File: config.mk
export PLATFORM = sky130hd
export DESIGN_NAME = dtpfm_mapper
export DESIGN_NICKNAME = d
export VERILOG_FILES = /design/src/core/dtpfm_pkg.sv /design/src/core/dtpfm_mapper.sv
export SDC_FILE = /design/constraint.sdc
export NUM_CORES = 1
export LEC_CHECK = 0
export BUFFER_PORTS_ARGS = -buffer_cell sky130_fd_sc_hd__buf_2
export CAP_MARGIN = 20
export CORE_ASPECT_RATIO = 1.2
export CORE_MARGIN = 1.5
export CORE_UTILIZATION = 49
export CTS_BUF_LIST = sky130_fd_sc_hd__clkbuf_16
export CTS_CLUSTER_DIAMETER = 40
export DETAILED_ROUTE_END_ITERATION = 8
export PLACE_DENSITY = 0.74
export SYNTH_ARGS = -nofsm -noshare
export SYNTH_HDL_FRONTEND = slang
export SYNTH_SLANG_ARGS = --single-unit
export TNS_END_PERCENT = 20
File: constraint.sdc
create_clock -name CLK_IN -period 13.55 [get_ports CLK_IN]
set_clock_uncertainty 0.05 [all_clocks]
set_input_delay 2.71 -clock CLK_IN [delete_from_list [all_inputs] [get_ports CLK_IN]]
set_output_delay 2.71 -clock CLK_IN [all_outputs]
set_load 0.005 [all_outputs]
File: src/core/dtpfm_pkg.sv
package dtpfm_pkg;
    // Frame geometry
    localparam int          POS_W         = 13;
    localparam int          SYNC_LEN      = 14;
    localparam int          OH_FIRST_POS  = 15;
    localparam int          PAY_FIRST_POS = 17;
    localparam int          GROUP_SPAN    = 1750;
    localparam int          GROUP_PAY     = 1740;
    localparam int          BLOCK_LEN     = 145;
    localparam int          BLOCKS_GROUP  = 12;
    localparam int          OH_GROUP      = 10;
    localparam int          PAY_LAST_POS  = 7006;
    localparam int          Z_RESERVED    = 8;
    localparam int          STUFF_MAX     = 4;
    localparam int          OH_BITS       = 32;
    // Sync pattern, sent first bit in the MSB
    localparam logic [13:0] FRAME_SYNC_WORD = 14'h3CB2;
    // Overhead index (bit k is overhead bit k, in frame order from bit 15)
    localparam int          OH_PS_FIRST   = 8;
    localparam int          OH_PS_SECOND  = 9;
    localparam int          OH_RTA        = 28;
    // Stuffing window, in bits of buffered payload
    localparam int          FILL_TARGET   = 64;
    localparam int          FILL_WINDOW   = 2;
    // Register map, byte addresses
    localparam logic [7:0]  REG_CTRL      = 8'h00;
    localparam logic [7:0]  REG_TX_OH     = 8'h04;
    localparam logic [7:0]  REG_STATUS    = 8'h08;
    localparam logic [7:0]  REG_RX_LEN    = 8'h0C;
    localparam logic [7:0]  REG_RX_OH     = 8'h10;
    localparam logic [7:0]  REG_TX_STUFF  = 8'h14;
    // Field positions and reset values
    localparam int          CTRL_EN_BIT   = 0;
    localparam int          CTRL_NTU_BIT  = 1;
    localparam int          CTRL_ZAPP_BIT = 2;
    localparam int          STAT_LOCK_BIT = 0;
    localparam int          STAT_UNDR_BIT = 1;
    localparam int          STAT_SLIP_BIT = 2;
    localparam logic [2:0]  CTRL_RESET    = 3'h4;
    localparam logic [31:0] TX_OH_RESET   = 32'hFFFFFFFF;
    // Buffer
    localparam int          FIFO_W        = 8;
    localparam int          FIFO_D        = 16;

    typedef enum logic [4:0] {
        CLS_SYNC  = 5'h01,
        CLS_OH    = 5'h02,
        CLS_Z     = 5'h04,
        CLS_PAY   = 5'h08,
        CLS_STUFF = 5'h10
    } dtpfm_cls_t;
endpackage : dtpfm_pkg

File: src/core/dtpfm_mapper.sv
`timescale 1ns/1ps
`default_nettype none

// Word buffer with valid/ready on both sides
module dtpfm_fifo #(
    parameter int W = 8,
    parameter int D = 16
) (
    input  wire logic               clk_in,
    input  wire logic               rst_in,
    input  wire logic [W-1:0]       in_data_in,
    input  wire logic               in_valid_in,
    output logic                    in_ready_out,
    output logic [W-1:0]            out_data_out,
    output logic                    out_valid_out,
    input  wire logic               out_ready_in,
    output logic [$clog2(D):0]      count_out
);
    localparam int AW = $clog2(D);
    logic [W-1:0]  mem_ff [D];
    logic [AW-1:0] wr_ff;
    logic [AW-1:0] rd_ff;
    logic [AW:0]   cnt_ff;
    wire           push = in_valid_in && in_ready_out;
    wire           pop  = out_valid_out && out_ready_in;

    // Full and empty from the fill count
    assign in_ready_out  = (cnt_ff != (AW+1)'(D));
    assign out_valid_out = (cnt_ff != '0);
    assign out_data_out  = mem_ff[rd_ff];
    assign count_out     = cnt_ff;

    // Storage
    always_ff @(posedge clk_in) begin
        if (push) begin
            mem_ff[wr_ff] <= in_data_in;
        end
    end

    // Pointers and fill count
    always_ff @(posedge clk_in or posedge rst_in) begin
        if (rst_in) begin
            wr_ff  <= '0;
            rd_ff  <= '0;
            cnt_ff <= '0;
        end else begin
            if (push) wr_ff <= wr_ff + 1'b1;
            if (pop)  rd_ff <= rd_ff + 1'b1;
            cnt_ff <= cnt_ff + (AW+1)'(push) - (AW+1)'(pop);
        end
    end
endmodule : dtpfm_fifo

// Two-pair frame mapper: transmit assembly and receive disassembly
module dtpfm_mapper (
    input  wire logic                     CLK_IN,
    input  wire logic                     SYS_RST_IN,
    // Register port
    input  wire logic [7:0]               REG_ADDR_IN,
    input  wire logic [31:0]              REG_WDATA_IN,
    input  wire logic                     REG_WR_IN,
    input  wire logic                     REG_RD_IN,
    output logic      [31:0]              REG_RDATA_OUT,
    // Transmit payload bytes
    input  wire logic [dtpfm_pkg::FIFO_W-1:0] TX_DATA_IN,
    input  wire logic                     TX_VALID_IN,
    output logic                          TX_READY_OUT,
    // Transmit bit stream toward scrambler
    input  wire logic                     TX_BIT_REQ_IN,
    output logic                          TX_BIT_OUT,
    output logic                          TX_FRAME_START_OUT,
    // Receive bit stream from descrambler
    input  wire logic                     RX_BIT_IN,
    input  wire logic                     RX_BIT_VALID_IN,
    output logic [dtpfm_pkg::FIFO_W-1:0]  RX_DATA_OUT,
    output logic                          RX_VALID_OUT,
    output logic                          RX_FRAME_START_OUT
);
    import dtpfm_pkg::*;

    // Classify a frame position; the same table for both pairs
    // one table all pairs
    function automatic dtpfm_cls_t pos_class(input logic [POS_W-1:0] pos);
        int p;
        int r;
        p = int'(pos) - PAY_FIRST_POS;
        r = p % GROUP_SPAN;
        if (pos <= POS_W'(SYNC_LEN)) pos_class = CLS_SYNC;
        else if (pos < POS_W'(PAY_FIRST_POS)) pos_class = CLS_OH;
        else if (pos > POS_W'(PAY_LAST_POS)) pos_class = CLS_STUFF;
        else if (r >= GROUP_PAY) pos_class = CLS_OH;
        else if ((r % BLOCK_LEN) == 0) pos_class = CLS_Z;
        else pos_class = CLS_PAY;
    endfunction : pos_class

    // Overhead index of a position (0..31), layout
    function automatic logic [4:0] oh_index(input logic [POS_W-1:0] pos);
        int p;
        p = int'(pos) - PAY_FIRST_POS;
        if (pos < POS_W'(PAY_FIRST_POS)) oh_index = 5'(int'(pos) - OH_FIRST_POS);
        else oh_index = 5'(2 + (p / GROUP_SPAN) * OH_GROUP + (p % GROUP_SPAN) - GROUP_PAY);
    endfunction : oh_index

    // Running payload block number 1..48
    function automatic int z_number(input logic [POS_W-1:0] pos);
        int p;
        p = int'(pos) - PAY_FIRST_POS;
        z_number = (p / GROUP_SPAN) * BLOCKS_GROUP + (p % GROUP_SPAN) / BLOCK_LEN + 1;
    endfunction : z_number

    // Registers
    logic [2:0]       ctrl_ff;
    logic [31:0]      tx_oh_ff;
    logic             undr_ff;
    logic             slip_ff;
    logic [POS_W-1:0] rx_len_ff;
    logic [31:0]      rx_oh_ff;
    logic [2:0]       tx_stuff_ff;
    logic [31:0]      rdata_ff;

    // Transmit state
    logic [POS_W-1:0] tx_pos_ff;
    logic [POS_W-1:0] tx_last_ff;
    logic [7:0]       tx_sh_ff;
    logic [3:0]       tx_bcnt_ff;
    logic             tx_bit_ff;
    logic             tx_start_ff;

    // Receive state
    logic [13:0]      rx_sh_ff;
    logic [POS_W-1:0] rx_pos_ff;
    logic             rx_lock_ff;
    logic [31:0]      rx_ohw_ff;
    logic [7:0]       rx_byte_ff;
    logic [2:0]       rx_bcnt_ff;
    logic [7:0]       rx_data_ff;
    logic             rx_valid_ff;
    logic             rx_fstart_ff;

    // Buffer between payload source and framer
    logic [7:0]       fifo_dout;
    logic             fifo_valid;
    logic             fifo_pop;
    logic [4:0]       fifo_cnt;

    dtpfm_fifo #(.W(FIFO_W), .D(FIFO_D)) u_fifo (
        .clk_in        (CLK_IN),
        .rst_in        (SYS_RST_IN),
        .in_data_in    (TX_DATA_IN),
        .in_valid_in   (TX_VALID_IN),
        .in_ready_out  (TX_READY_OUT),
        .out_data_out  (fifo_dout),
        .out_valid_out (fifo_valid),
        .out_ready_in  (fifo_pop),
        .count_out     (fifo_cnt)
    );

    // Register decode
    wire wr_ctrl   = REG_WR_IN && (REG_ADDR_IN == REG_CTRL);
    wire wr_tx_oh  = REG_WR_IN && (REG_ADDR_IN == REG_TX_OH);
    wire wr_status = REG_WR_IN && (REG_ADDR_IN == REG_STATUS);
    wire tx_en     = ctrl_ff[CTRL_EN_BIT];
    wire dir_ntu   = ctrl_ff[CTRL_NTU_BIT];
    wire zapp      = ctrl_ff[CTRL_ZAPP_BIT];

    // Transmit position classification
    wire dtpfm_cls_t  tx_cls    = pos_class(tx_pos_ff);
    wire logic [4:0]  tx_ohi    = oh_index(tx_pos_ff);
    wire              tx_step   = TX_BIT_REQ_IN && tx_en;
    wire              tx_need   = tx_step && (tx_cls == CLS_PAY);
    wire              tx_load   = tx_need && (tx_bcnt_ff == 4'h0);
    wire              tx_short  = tx_load && !fifo_valid;

    // Byte leaves the buffer at its first bit slot
    assign fifo_pop = tx_load && fifo_valid;

    wire ps_mask = !dir_ntu && ((tx_ohi == 5'(OH_PS_FIRST)) || (tx_ohi == 5'(OH_PS_SECOND)));
    wire rta_mask = !dir_ntu && (tx_ohi == 5'(OH_RTA));
    wire oh_bit = tx_oh_ff[tx_ohi] | ps_mask | rta_mask;
    wire z_bit = (z_number(tx_pos_ff) <= Z_RESERVED) ? 1'b1 : zapp;
    wire pay_bit = (tx_bcnt_ff == 4'h0) ? (fifo_valid ? fifo_dout[7] : 1'b1) : tx_sh_ff[7];

    // Bit selection by position class
    logic tx_sel;
    always_comb begin
        case (tx_cls)
            CLS_SYNC:  tx_sel = FRAME_SYNC_WORD[4'(SYNC_LEN) - 4'(tx_pos_ff)];
            CLS_OH:    tx_sel = oh_bit;
            CLS_Z:     tx_sel = z_bit;
            CLS_PAY:   tx_sel = pay_bit;
            CLS_STUFF: tx_sel = 1'b1;
            default:   tx_sel = 1'b1;
        endcase
    end

    wire [9:0] fill_bits = {fifo_cnt, 3'h0} + {6'h0, tx_bcnt_ff};
    wire       fill_high = fill_bits > 10'(FILL_TARGET + FILL_WINDOW);
    wire       fill_low  = fill_bits < 10'(FILL_TARGET - FILL_WINDOW);
    // stuff count is 0, 2 or 4
    wire [2:0] stuff_sel = fill_high ? 3'h0 : (fill_low ? 3'(STUFF_MAX) : 3'h2);
    wire       tx_decide = tx_step && (tx_pos_ff == POS_W'(PAY_LAST_POS));
    // Frame end follows the decision made at this same request
    wire [POS_W-1:0] tx_end  = tx_decide ? POS_W'(PAY_LAST_POS) + POS_W'(stuff_sel) : tx_last_ff;
    wire             tx_wrap = tx_step && (tx_pos_ff == tx_end);

    // Transmit frame counter and stuffing decision
    always_ff @(posedge CLK_IN or posedge SYS_RST_IN) begin
        if (SYS_RST_IN) begin
            tx_pos_ff   <= POS_W'(1);
            tx_last_ff  <= POS_W'(PAY_LAST_POS + 2);
            tx_stuff_ff <= 3'h2;
        end else if (!tx_en) begin
            tx_pos_ff   <= POS_W'(1);
        end else begin
            if (tx_decide) begin
                tx_last_ff  <= POS_W'(PAY_LAST_POS) + POS_W'(stuff_sel);
                tx_stuff_ff <= stuff_sel;
            end
            if (tx_wrap) tx_pos_ff <= POS_W'(1);
            else if (tx_step) tx_pos_ff <= tx_pos_ff + 1'b1;
        end
    end

    // Payload serialiser, MSB first
    always_ff @(posedge CLK_IN or posedge SYS_RST_IN) begin
        if (SYS_RST_IN) begin
            tx_sh_ff   <= 8'hFF;
            tx_bcnt_ff <= 4'h0;
        end else if (fifo_pop) begin
            tx_sh_ff   <= {fifo_dout[6:0], 1'b1};
            tx_bcnt_ff <= 4'h7;
        end else if (tx_need && !tx_short) begin
            tx_sh_ff   <= {tx_sh_ff[6:0], 1'b1};
            tx_bcnt_ff <= tx_bcnt_ff - 1'b1;
        end
    end

    always_ff @(posedge CLK_IN or posedge SYS_RST_IN) begin
        if (SYS_RST_IN) begin
            tx_bit_ff   <= 1'b1;
            tx_start_ff <= 1'b0;
        end else begin
            tx_start_ff <= tx_step && (tx_pos_ff == POS_W'(1));
            if (tx_step) tx_bit_ff <= tx_sel;
            else if (!tx_en) tx_bit_ff <= 1'b1;
        end
    end

    // Receive side decode
    wire [13:0]       rx_sh_nxt  = {rx_sh_ff[12:0], RX_BIT_IN};
    wire              rx_match   = (rx_sh_nxt == FRAME_SYNC_WORD);
    wire [POS_W-1:0]  rx_pos_nxt = rx_pos_ff + 1'b1;
    wire dtpfm_cls_t  rx_cls     = pos_class(rx_pos_nxt);
    wire logic [4:0]  rx_ohi     = oh_index(rx_pos_nxt);
    wire              rx_len_ok  = (rx_pos_nxt == POS_W'(PAY_LAST_POS + SYNC_LEN))
                                || (rx_pos_nxt == POS_W'(PAY_LAST_POS + SYNC_LEN + 2))
                                || (rx_pos_nxt == POS_W'(PAY_LAST_POS + SYNC_LEN + STUFF_MAX));
    wire              rx_late    = rx_pos_nxt > POS_W'(PAY_LAST_POS + SYNC_LEN + STUFF_MAX);
    wire              rx_resync  = RX_BIT_VALID_IN && rx_lock_ff && rx_len_ok && rx_match;
    wire              rx_acq     = RX_BIT_VALID_IN && !rx_lock_ff && rx_match;
    wire              rx_lose    = RX_BIT_VALID_IN && rx_lock_ff && rx_late;
    wire              rx_inframe = RX_BIT_VALID_IN && rx_lock_ff && !rx_resync;
    wire              rx_pay     = rx_inframe && (rx_cls == CLS_PAY);

    // Receive framing: lock, position and length
    always_ff @(posedge CLK_IN or posedge SYS_RST_IN) begin
        if (SYS_RST_IN) begin
            rx_sh_ff   <= 14'h0000;
            rx_pos_ff  <= '0;
            rx_lock_ff <= 1'b0;
            rx_len_ff  <= '0;
        end else if (RX_BIT_VALID_IN) begin
            rx_sh_ff <= rx_sh_nxt;
            if (rx_resync) begin
                rx_len_ff <= rx_pos_nxt - POS_W'(SYNC_LEN);
                rx_pos_ff <= POS_W'(SYNC_LEN);
            end else if (rx_acq) begin
                rx_lock_ff <= 1'b1;
                rx_pos_ff  <= POS_W'(SYNC_LEN);
            end else if (rx_lose) begin
                rx_lock_ff <= 1'b0;
                rx_pos_ff  <= '0;
            end else begin
                rx_pos_ff <= rx_pos_nxt;
            end
        end
    end

    // Receive overhead capture and payload bytes
    always_ff @(posedge CLK_IN or posedge SYS_RST_IN) begin
        if (SYS_RST_IN) begin
            rx_ohw_ff    <= 32'hFFFFFFFF;
            rx_oh_ff     <= 32'hFFFFFFFF;
            rx_byte_ff   <= 8'h00;
            rx_bcnt_ff   <= 3'h0;
            rx_data_ff   <= 8'h00;
            rx_valid_ff  <= 1'b0;
            rx_fstart_ff <= 1'b0;
        end else begin
            rx_valid_ff  <= rx_pay && (rx_bcnt_ff == 3'h7);
            rx_fstart_ff <= rx_resync || rx_acq;
            // Work copy of overhead moves out at each resync
            if (rx_resync) rx_oh_ff <= rx_ohw_ff;
            if (rx_resync || rx_acq) rx_bcnt_ff <= 3'h0;
            else if (rx_pay) rx_bcnt_ff <= rx_bcnt_ff + 1'b1;
            if (rx_inframe && (rx_cls == CLS_OH)) rx_ohw_ff[rx_ohi] <= RX_BIT_IN;
            // Byte assembly, MSB first
            if (rx_pay) rx_byte_ff <= {rx_byte_ff[6:0], RX_BIT_IN};
            if (rx_pay && (rx_bcnt_ff == 3'h7)) rx_data_ff <= {rx_byte_ff[6:0], RX_BIT_IN};
        end
    end

    // Control registers and sticky status, set wins over clear
    always_ff @(posedge CLK_IN or posedge SYS_RST_IN) begin
        if (SYS_RST_IN) begin
            ctrl_ff  <= CTRL_RESET;
            tx_oh_ff <= TX_OH_RESET;
            undr_ff  <= 1'b0;
            slip_ff  <= 1'b0;
        end else begin
            if (wr_ctrl) ctrl_ff <= REG_WDATA_IN[2:0];
            if (wr_tx_oh) tx_oh_ff <= REG_WDATA_IN;
            // Sticky flags: event wins over write-one clear
            undr_ff <= tx_short | (undr_ff & ~(wr_status & REG_WDATA_IN[STAT_UNDR_BIT]));
            slip_ff <= rx_lose | (slip_ff & ~(wr_status & REG_WDATA_IN[STAT_SLIP_BIT]));
        end
    end

    // Read mux, data in the following cycle
    logic [31:0] rd_mux;
    always_comb begin
        case (REG_ADDR_IN)
            REG_CTRL:     rd_mux = {29'h0, ctrl_ff};
            REG_TX_OH:    rd_mux = tx_oh_ff;
            REG_STATUS:   rd_mux = {29'h0, slip_ff, undr_ff, rx_lock_ff};
            REG_RX_LEN:   rd_mux = {19'h0, rx_len_ff};
            REG_RX_OH:    rd_mux = rx_oh_ff;
            REG_TX_STUFF: rd_mux = {29'h0, tx_stuff_ff};
            default:      rd_mux = 32'h00000000;
        endcase
    end

    // Read data register, zero when no read
    always_ff @(posedge CLK_IN or posedge SYS_RST_IN) begin
        if (SYS_RST_IN) rdata_ff <= 32'h00000000;
        else if (REG_RD_IN) rdata_ff <= rd_mux;
        else rdata_ff <= 32'h00000000;
    end

    assign REG_RDATA_OUT      = rdata_ff;
    assign TX_BIT_OUT         = tx_bit_ff;
    assign TX_FRAME_START_OUT = tx_start_ff;
    assign RX_DATA_OUT        = rx_data_ff;
    assign RX_VALID_OUT       = rx_valid_ff;
    assign RX_FRAME_START_OUT = rx_fstart_ff;
endmodule : dtpfm_mapper

`default_nettype wire

After elaboration in Yosys (flattened, before gate mapping)
Memory sizes are Yosys's and may differ from the RTL's. Index checks and enable logic that the tools add are counted.

Register bits: 249. Bits in writable memories: 128. Bits in read-only memories: 16. Input bits: 56. Output and inout port bits: 45. Word-level logic and storage cells: 206. Memories kept: 2.

$add $sub $neg: 24. $mul: 3. Divide/modulo/power cells: 7. Order comparisons: 16. Equality and inequality tests: 25. Muxes and demuxes: 45. Bitwise logic cells: 11. Reduce and logical (&&, ||, !) cells: 47.

Memory list: u_fifo.mem_ff (words 16, bits a word 8, read ports 1, clocked after Yosys merged registers in 0, wr ports 1, RTL line dtpfm_mapper.sv:20) `logic [W-1:0] mem_ff [D];`; (no name shown) (words 16, bits a word 1, read ports 1, clocked after Yosys merged registers in 0, wr ports 0, RTL line dtpfm_mapper.sv:187) `CLS_SYNC: tx_sel = FRAME_SYNC_WORD[4'(SYNC_LEN) - 4'(tx_pos_ff)];`.

Operators with widths (count): $pmux W32 S6 (1); $mux W13 (7); $div A32 B12 Y32 const B (2); $ge A32 B12 Y1 const B (2); $logic_not A32 Y1 (2); $mod A32 B12 Y32 const B (2); $mod A32 B9 Y32 const B (2); $mul A32 B4 Y4 const B (2); $eq A13 B13 Y1 const B (4); $mux W5 (8); $gt A13 B13 Y1 const B (3); $add A32 B2 Y32 const B (1); $add A32 B32 Y32 (1); $bwmux W32 (1); $div A32 B9 Y32 const B (1); $le A32 B5 Y1 const B (1); $mul A32 B3 Y30 const B (1); $mux W32 (1); $sub A13 B5 Y14 const B (2); $logic_and A1 B1 Y1 (27); $add A13 B1 Y13 const B (2); $le A13 B4 Y1 const B (2); $lt A13 B5 Y1 const B (2); $mux W4 (6); 50 further kinds (95).

Depth between registers and ports, before layout
Word-level depth: 17. Mapped depth: 74.

Cells and area by module
Synthesis repeated with hierarchy kept, for this count alone.

Cells, all modules: 3152. Area, all modules: 29814.8 um^2.

By module, submodules not included: dtpfm_mapper (times used 1, cells an instance 2830, area each 24063.1 um^2, sequential area each 5997.0 um^2); dtpfm_fifo (times used 1, cells an instance 322, area each 5751.8 um^2, sequential area each 4169.0 um^2).

Worst setup path before layout
OpenSTA, ideal clock, no wires.

Kind: reg2reg. Start: register tx_pos_ff[0]. End: register tx_bit_ff (netlist: TX_BIT_OUT). Setup time: 0.077 ns. Arrival: 14.827 ns. Slack: -1.404 ns. Cell stages (with the launch flop): 69. Path buffers: 6. Period minus slack after synthesis: 14.954 ns. Path through: dfstp_2 -> clkbuf_1 -> clkinv_1 -> ha_1 -> xnor2_1 -> and3_1 -> or3_1 -> and2_1 -> or4_1 -> o211a_1 -> o211ai_1 -> a31oi_2 -> o211ai_1 -> a21oi_1 -> nor2_2 -> nand2_1 -> xnor2_1 -> ha_1 -> (+33 left out) -> ha_1 -> nand2_1 -> nor3_1 -> nor2_1 -> ha_1 -> inv_1 -> a221oi_1 -> o21ai_0 -> a2111oi_0 -> o2111ai_1 -> a221oi_1 -> o21ai_0 -> a311oi_1 -> o2111ai_1 -> nor4_1 -> and4_1 -> nand4_1 -> a31oi_1.

Cells in the longest elaborated chain, start to end: 14. Elaborated cells between the ends (all ways): 45. Classes of those cells: add/sub: 8; mul: 2; div: 4; order compare: 5; eq/ne: 7; mux: 12; bitwise: 2; reduce/logical: 4; memory: 1.

Ends and longest elaborated chain: from (decl) (RTL line dtpfm_mapper.sv:122) `logic [POS_W-1:0] tx_pos_ff;`; from (signal assigned) (RTL line dtpfm_mapper.sv:220) `else if (tx_step) tx_pos_ff <= tx_pos_ff + 1'b1;`; parallel branches: the longest is 12 deep, another holds $mod A32 B12 Y32; $pmux W1 S4 (*) (RTL line dtpfm_mapper.sv:186) `case (tx_cls)`; $mux W1 (*) (RTL line dtpfm_mapper.sv:244) `if (tx_step) tx_bit_ff <= tx_sel;`; to (signal assigned) (RTL line dtpfm_mapper.sv:244); to (decl) (RTL line dtpfm_mapper.sv:126) `logic tx_bit_ff;`.

Every way passes the cells marked *. The select of a mux whose other input is x is not followed. A chain may end at the register's enable or synchronous reset.

Worst setup path in the final report
Start: register tx_pos_ff[1]. End: register tx_bit_ff (netlist: TX_BIT_OUT).

The elaborated chain is that of the path after synthesis.

==> run metrics <==
average cell area after synthesis 9.53 sq um; Cell Area, Placed 31900 sq um; Final Util 57.4%; reg2reg start tx_pos_ff[1]; fmax 77.0 MHz; Hold Path Class flop to flop; largest area contributor in the netlist edfxtp_1; Post-DRT Antenna Nets 0; Yosys cell types 147; die area 62100 sq um; worst setup path category flop to flop; Worst Tran Pin Value between 1 and 1.5 ns; DRT iter0 DRCs 2308; DRT Pass-1 Iters 6; final setup vio count 0; Clock transition at path regs 0.06 ns; CP endpoint kind flop; Seq cells post-synth 375; RR Endpoint TX_BIT_OUT; Total Nets Final 3550; CTS tree done; Synth top area share 12.9%; post-synthesis cell area 29700 sq um; slowest stage delay, CP 0.44 ns; Slew Limit Fails 0; first-pass GRT wire length 132 mm; Synth Warn # 0; Critical-path top delay cell or3b_4; CP Launch Type flop; Hold Buf Count CTS 0; RSZ-0062 raised after global routing yes; CP startpoint tx_pos_ff[1]; vias in the first global route 24.6k; Cell Rows just under 100; I/O Pins 101; number of enable flip-flop cells after synthesis 128; Area contributors post-synth edfxtp_1 13%, dfrtp_1 11%, dfstp_2 10%, ha_1 6.4%, mux2_2 5.1%; Async SR Flop Fraction 65.9%; area grow syn2layout 15.4%; status completed; Starting Density 49.7%; Final GP Congestion 1.02; Worst-Skew Late Latency between 0.5 and 0.6 ns; final hold violations 0; total CTS buffers 43; vias per std cell between 6 and 7; setup ws final 0.568 ns; Final Cell Area 34300 sq um; crit path DAT 13.39 ns; Syn Inst Count 3114; R2R setup slack 0.57 ns; layout cells sized above 1 27.1%; Reg2Reg Depth 62; post-DP HPWL 61.5 mm; clock sink count 375; final worst-path cycle share 95.8%; sequential share of the synthesized area 34.2%; Slew HR 25.3%; Critical Path Sink TX_BIT_OUT; largest net degree at the start of global routing roughly 130; Clock Tree Root clkbuf_16; Post-synth top flop dfrtp_1; Worst EP required 13.96 ns; die width 228 um; DR vias 26.0k; DP Worst Slack -0.381 ns; drt wl/cell 20.0 um; final hold slack 0.422 ns; total congestion overflow 0; maxcap violations 0; Top cell by count, worst path ha_2; syn nets between 3k and 4k; DR DRC count 0; crit-path max FO 8; WL final 83.5 mm; initial antenna violation count 8; CORE AREA 59700 sq um; count leader, synth nor2_1; maximum buffer depth of the clock tree 3; Post-synth top cells 293 x nor2_1, 217 x nand2_1, 176 x a21oi_1, 153 x ha_1, 149 x o21ai_0; IO Port Bufs 100; H-tree depth 2; Die Height 273 um; crit path time final 12.98 ns; total global-route track usage 26.2%
## worst min-delay path by stage
| stage | cells past startpoint | slack (ns) | startpoint | endpoint |
|---|---|---|---|---|
| 5_1_grt | 1 | 0.44 | rx_len_ff[8] | rx_len_ff[8] |
| 3_3_place_gp | 1 | 0.40 | rx_len_ff[9] | rx_len_ff[9] |
| 6_report | 1 | 0.42 | rx_len_ff[8] | rx_len_ff[8] |
| 4_1_cts | 1 | 0.42 | rx_len_ff[8] | rx_len_ff[8] |
| 3_5_place_dp | 1 | 0.40 | rx_len_ff[8] | rx_len_ff[8] |
| 2_1_floorplan | 1 | 0.39 | rx_len_ff[11] | rx_len_ff[11] |
## cells in the final DEF (no fill, tap or decap), types with 46 or more instances in the layout
cell and count:
mux2i_1 51, xor2_1 46, mux2_2 133, nand3_1 67
ha_1 145, inv_1 114, dfstp_2 113, nor3_1 79
xnor2_1 131, nand2_1 212, buf_2 100, dfrtp_1 129
o21ai_0 141, a21oi_1 169, buf_4 216, edfxtp_1 128
nor2_1 291
## state kept, by name, indices dropped and copies added (netlist names), 32 cells and up
name	cells
tx_oh_ff	32
rx_ohw_ff	32
REG_RDATA_OUT	32
rx_oh_ff	32
u_fifo.mem_ff	128
## critical path, delay by kind of cell, from the launching register on
kind / cells / cell delay [ns]
compound gates: 28 / 6.11
xor+xnor: 5 / 0.86
fa+ha+maj: 7 / 1.63
buf+inv: 7 / 0.80
flops: 1 / 0.43
simple gates: 15 / 2.99
## metal layers
| layer | vias up | track usage (%) | wire [um] | part of all wire, % |
|---|---|---|---|---|
| met5 | - | 0 | 48 | 0.058 |
| met4 | 10 | 9.72 | 3290 | 3.9 |
| li1 | 12220 | - | - | - |
| met3 | 237 | 3.34 | 5190 | 6.2 |
| met1 | 12544 | 34.6 | 35000 | 42 |
| met2 | 1028 | 43.7 | 40000 | 48 |
## logic make-up after synthesis
kind of cell	count (synthesis)	share of synthesized area, %
flip-flops	375	34.2
multiplexers	246	10.6
XOR/XNOR	195	6.03
adder cells (fa/ha/maj)	157	6.72
buffers and inverters	258	3.65
AO/OA/AOI/OAI	904	22.2
AND/OR/NAND/NOR	979	16.6
## what timing repair did
action | 4_1_cts | 5_1_grt
gates resized for setup | 7 | 101
endpoints found under the setup margin | 2 | 35
pin swaps | 1 | 51
setup buffers | 1 | 47
## final cells by class
class	instances	area (sq um)
multi-input combinational	2481	19000
timing repair buffer	321	2200
antenna	2	5.00
tap	800	1000
clock buffer	44	1100
clock inverter	36	322
inverter	115	440
fill	5182	25500
sequential	375	10200
## per-stage QoR
step / TNS [ns] / cells
global route: -2.37 / 4173
floorplan: 0 / 3114
CTS: 0 / 4123
finish: 0 / 4174
global placement: -0.0351 / 4042
detailed placement: -0.465 / 4042
Power is not shown: default switching activity piles up to over one toggle a cycle in this logic, so the estimate is an artifact.
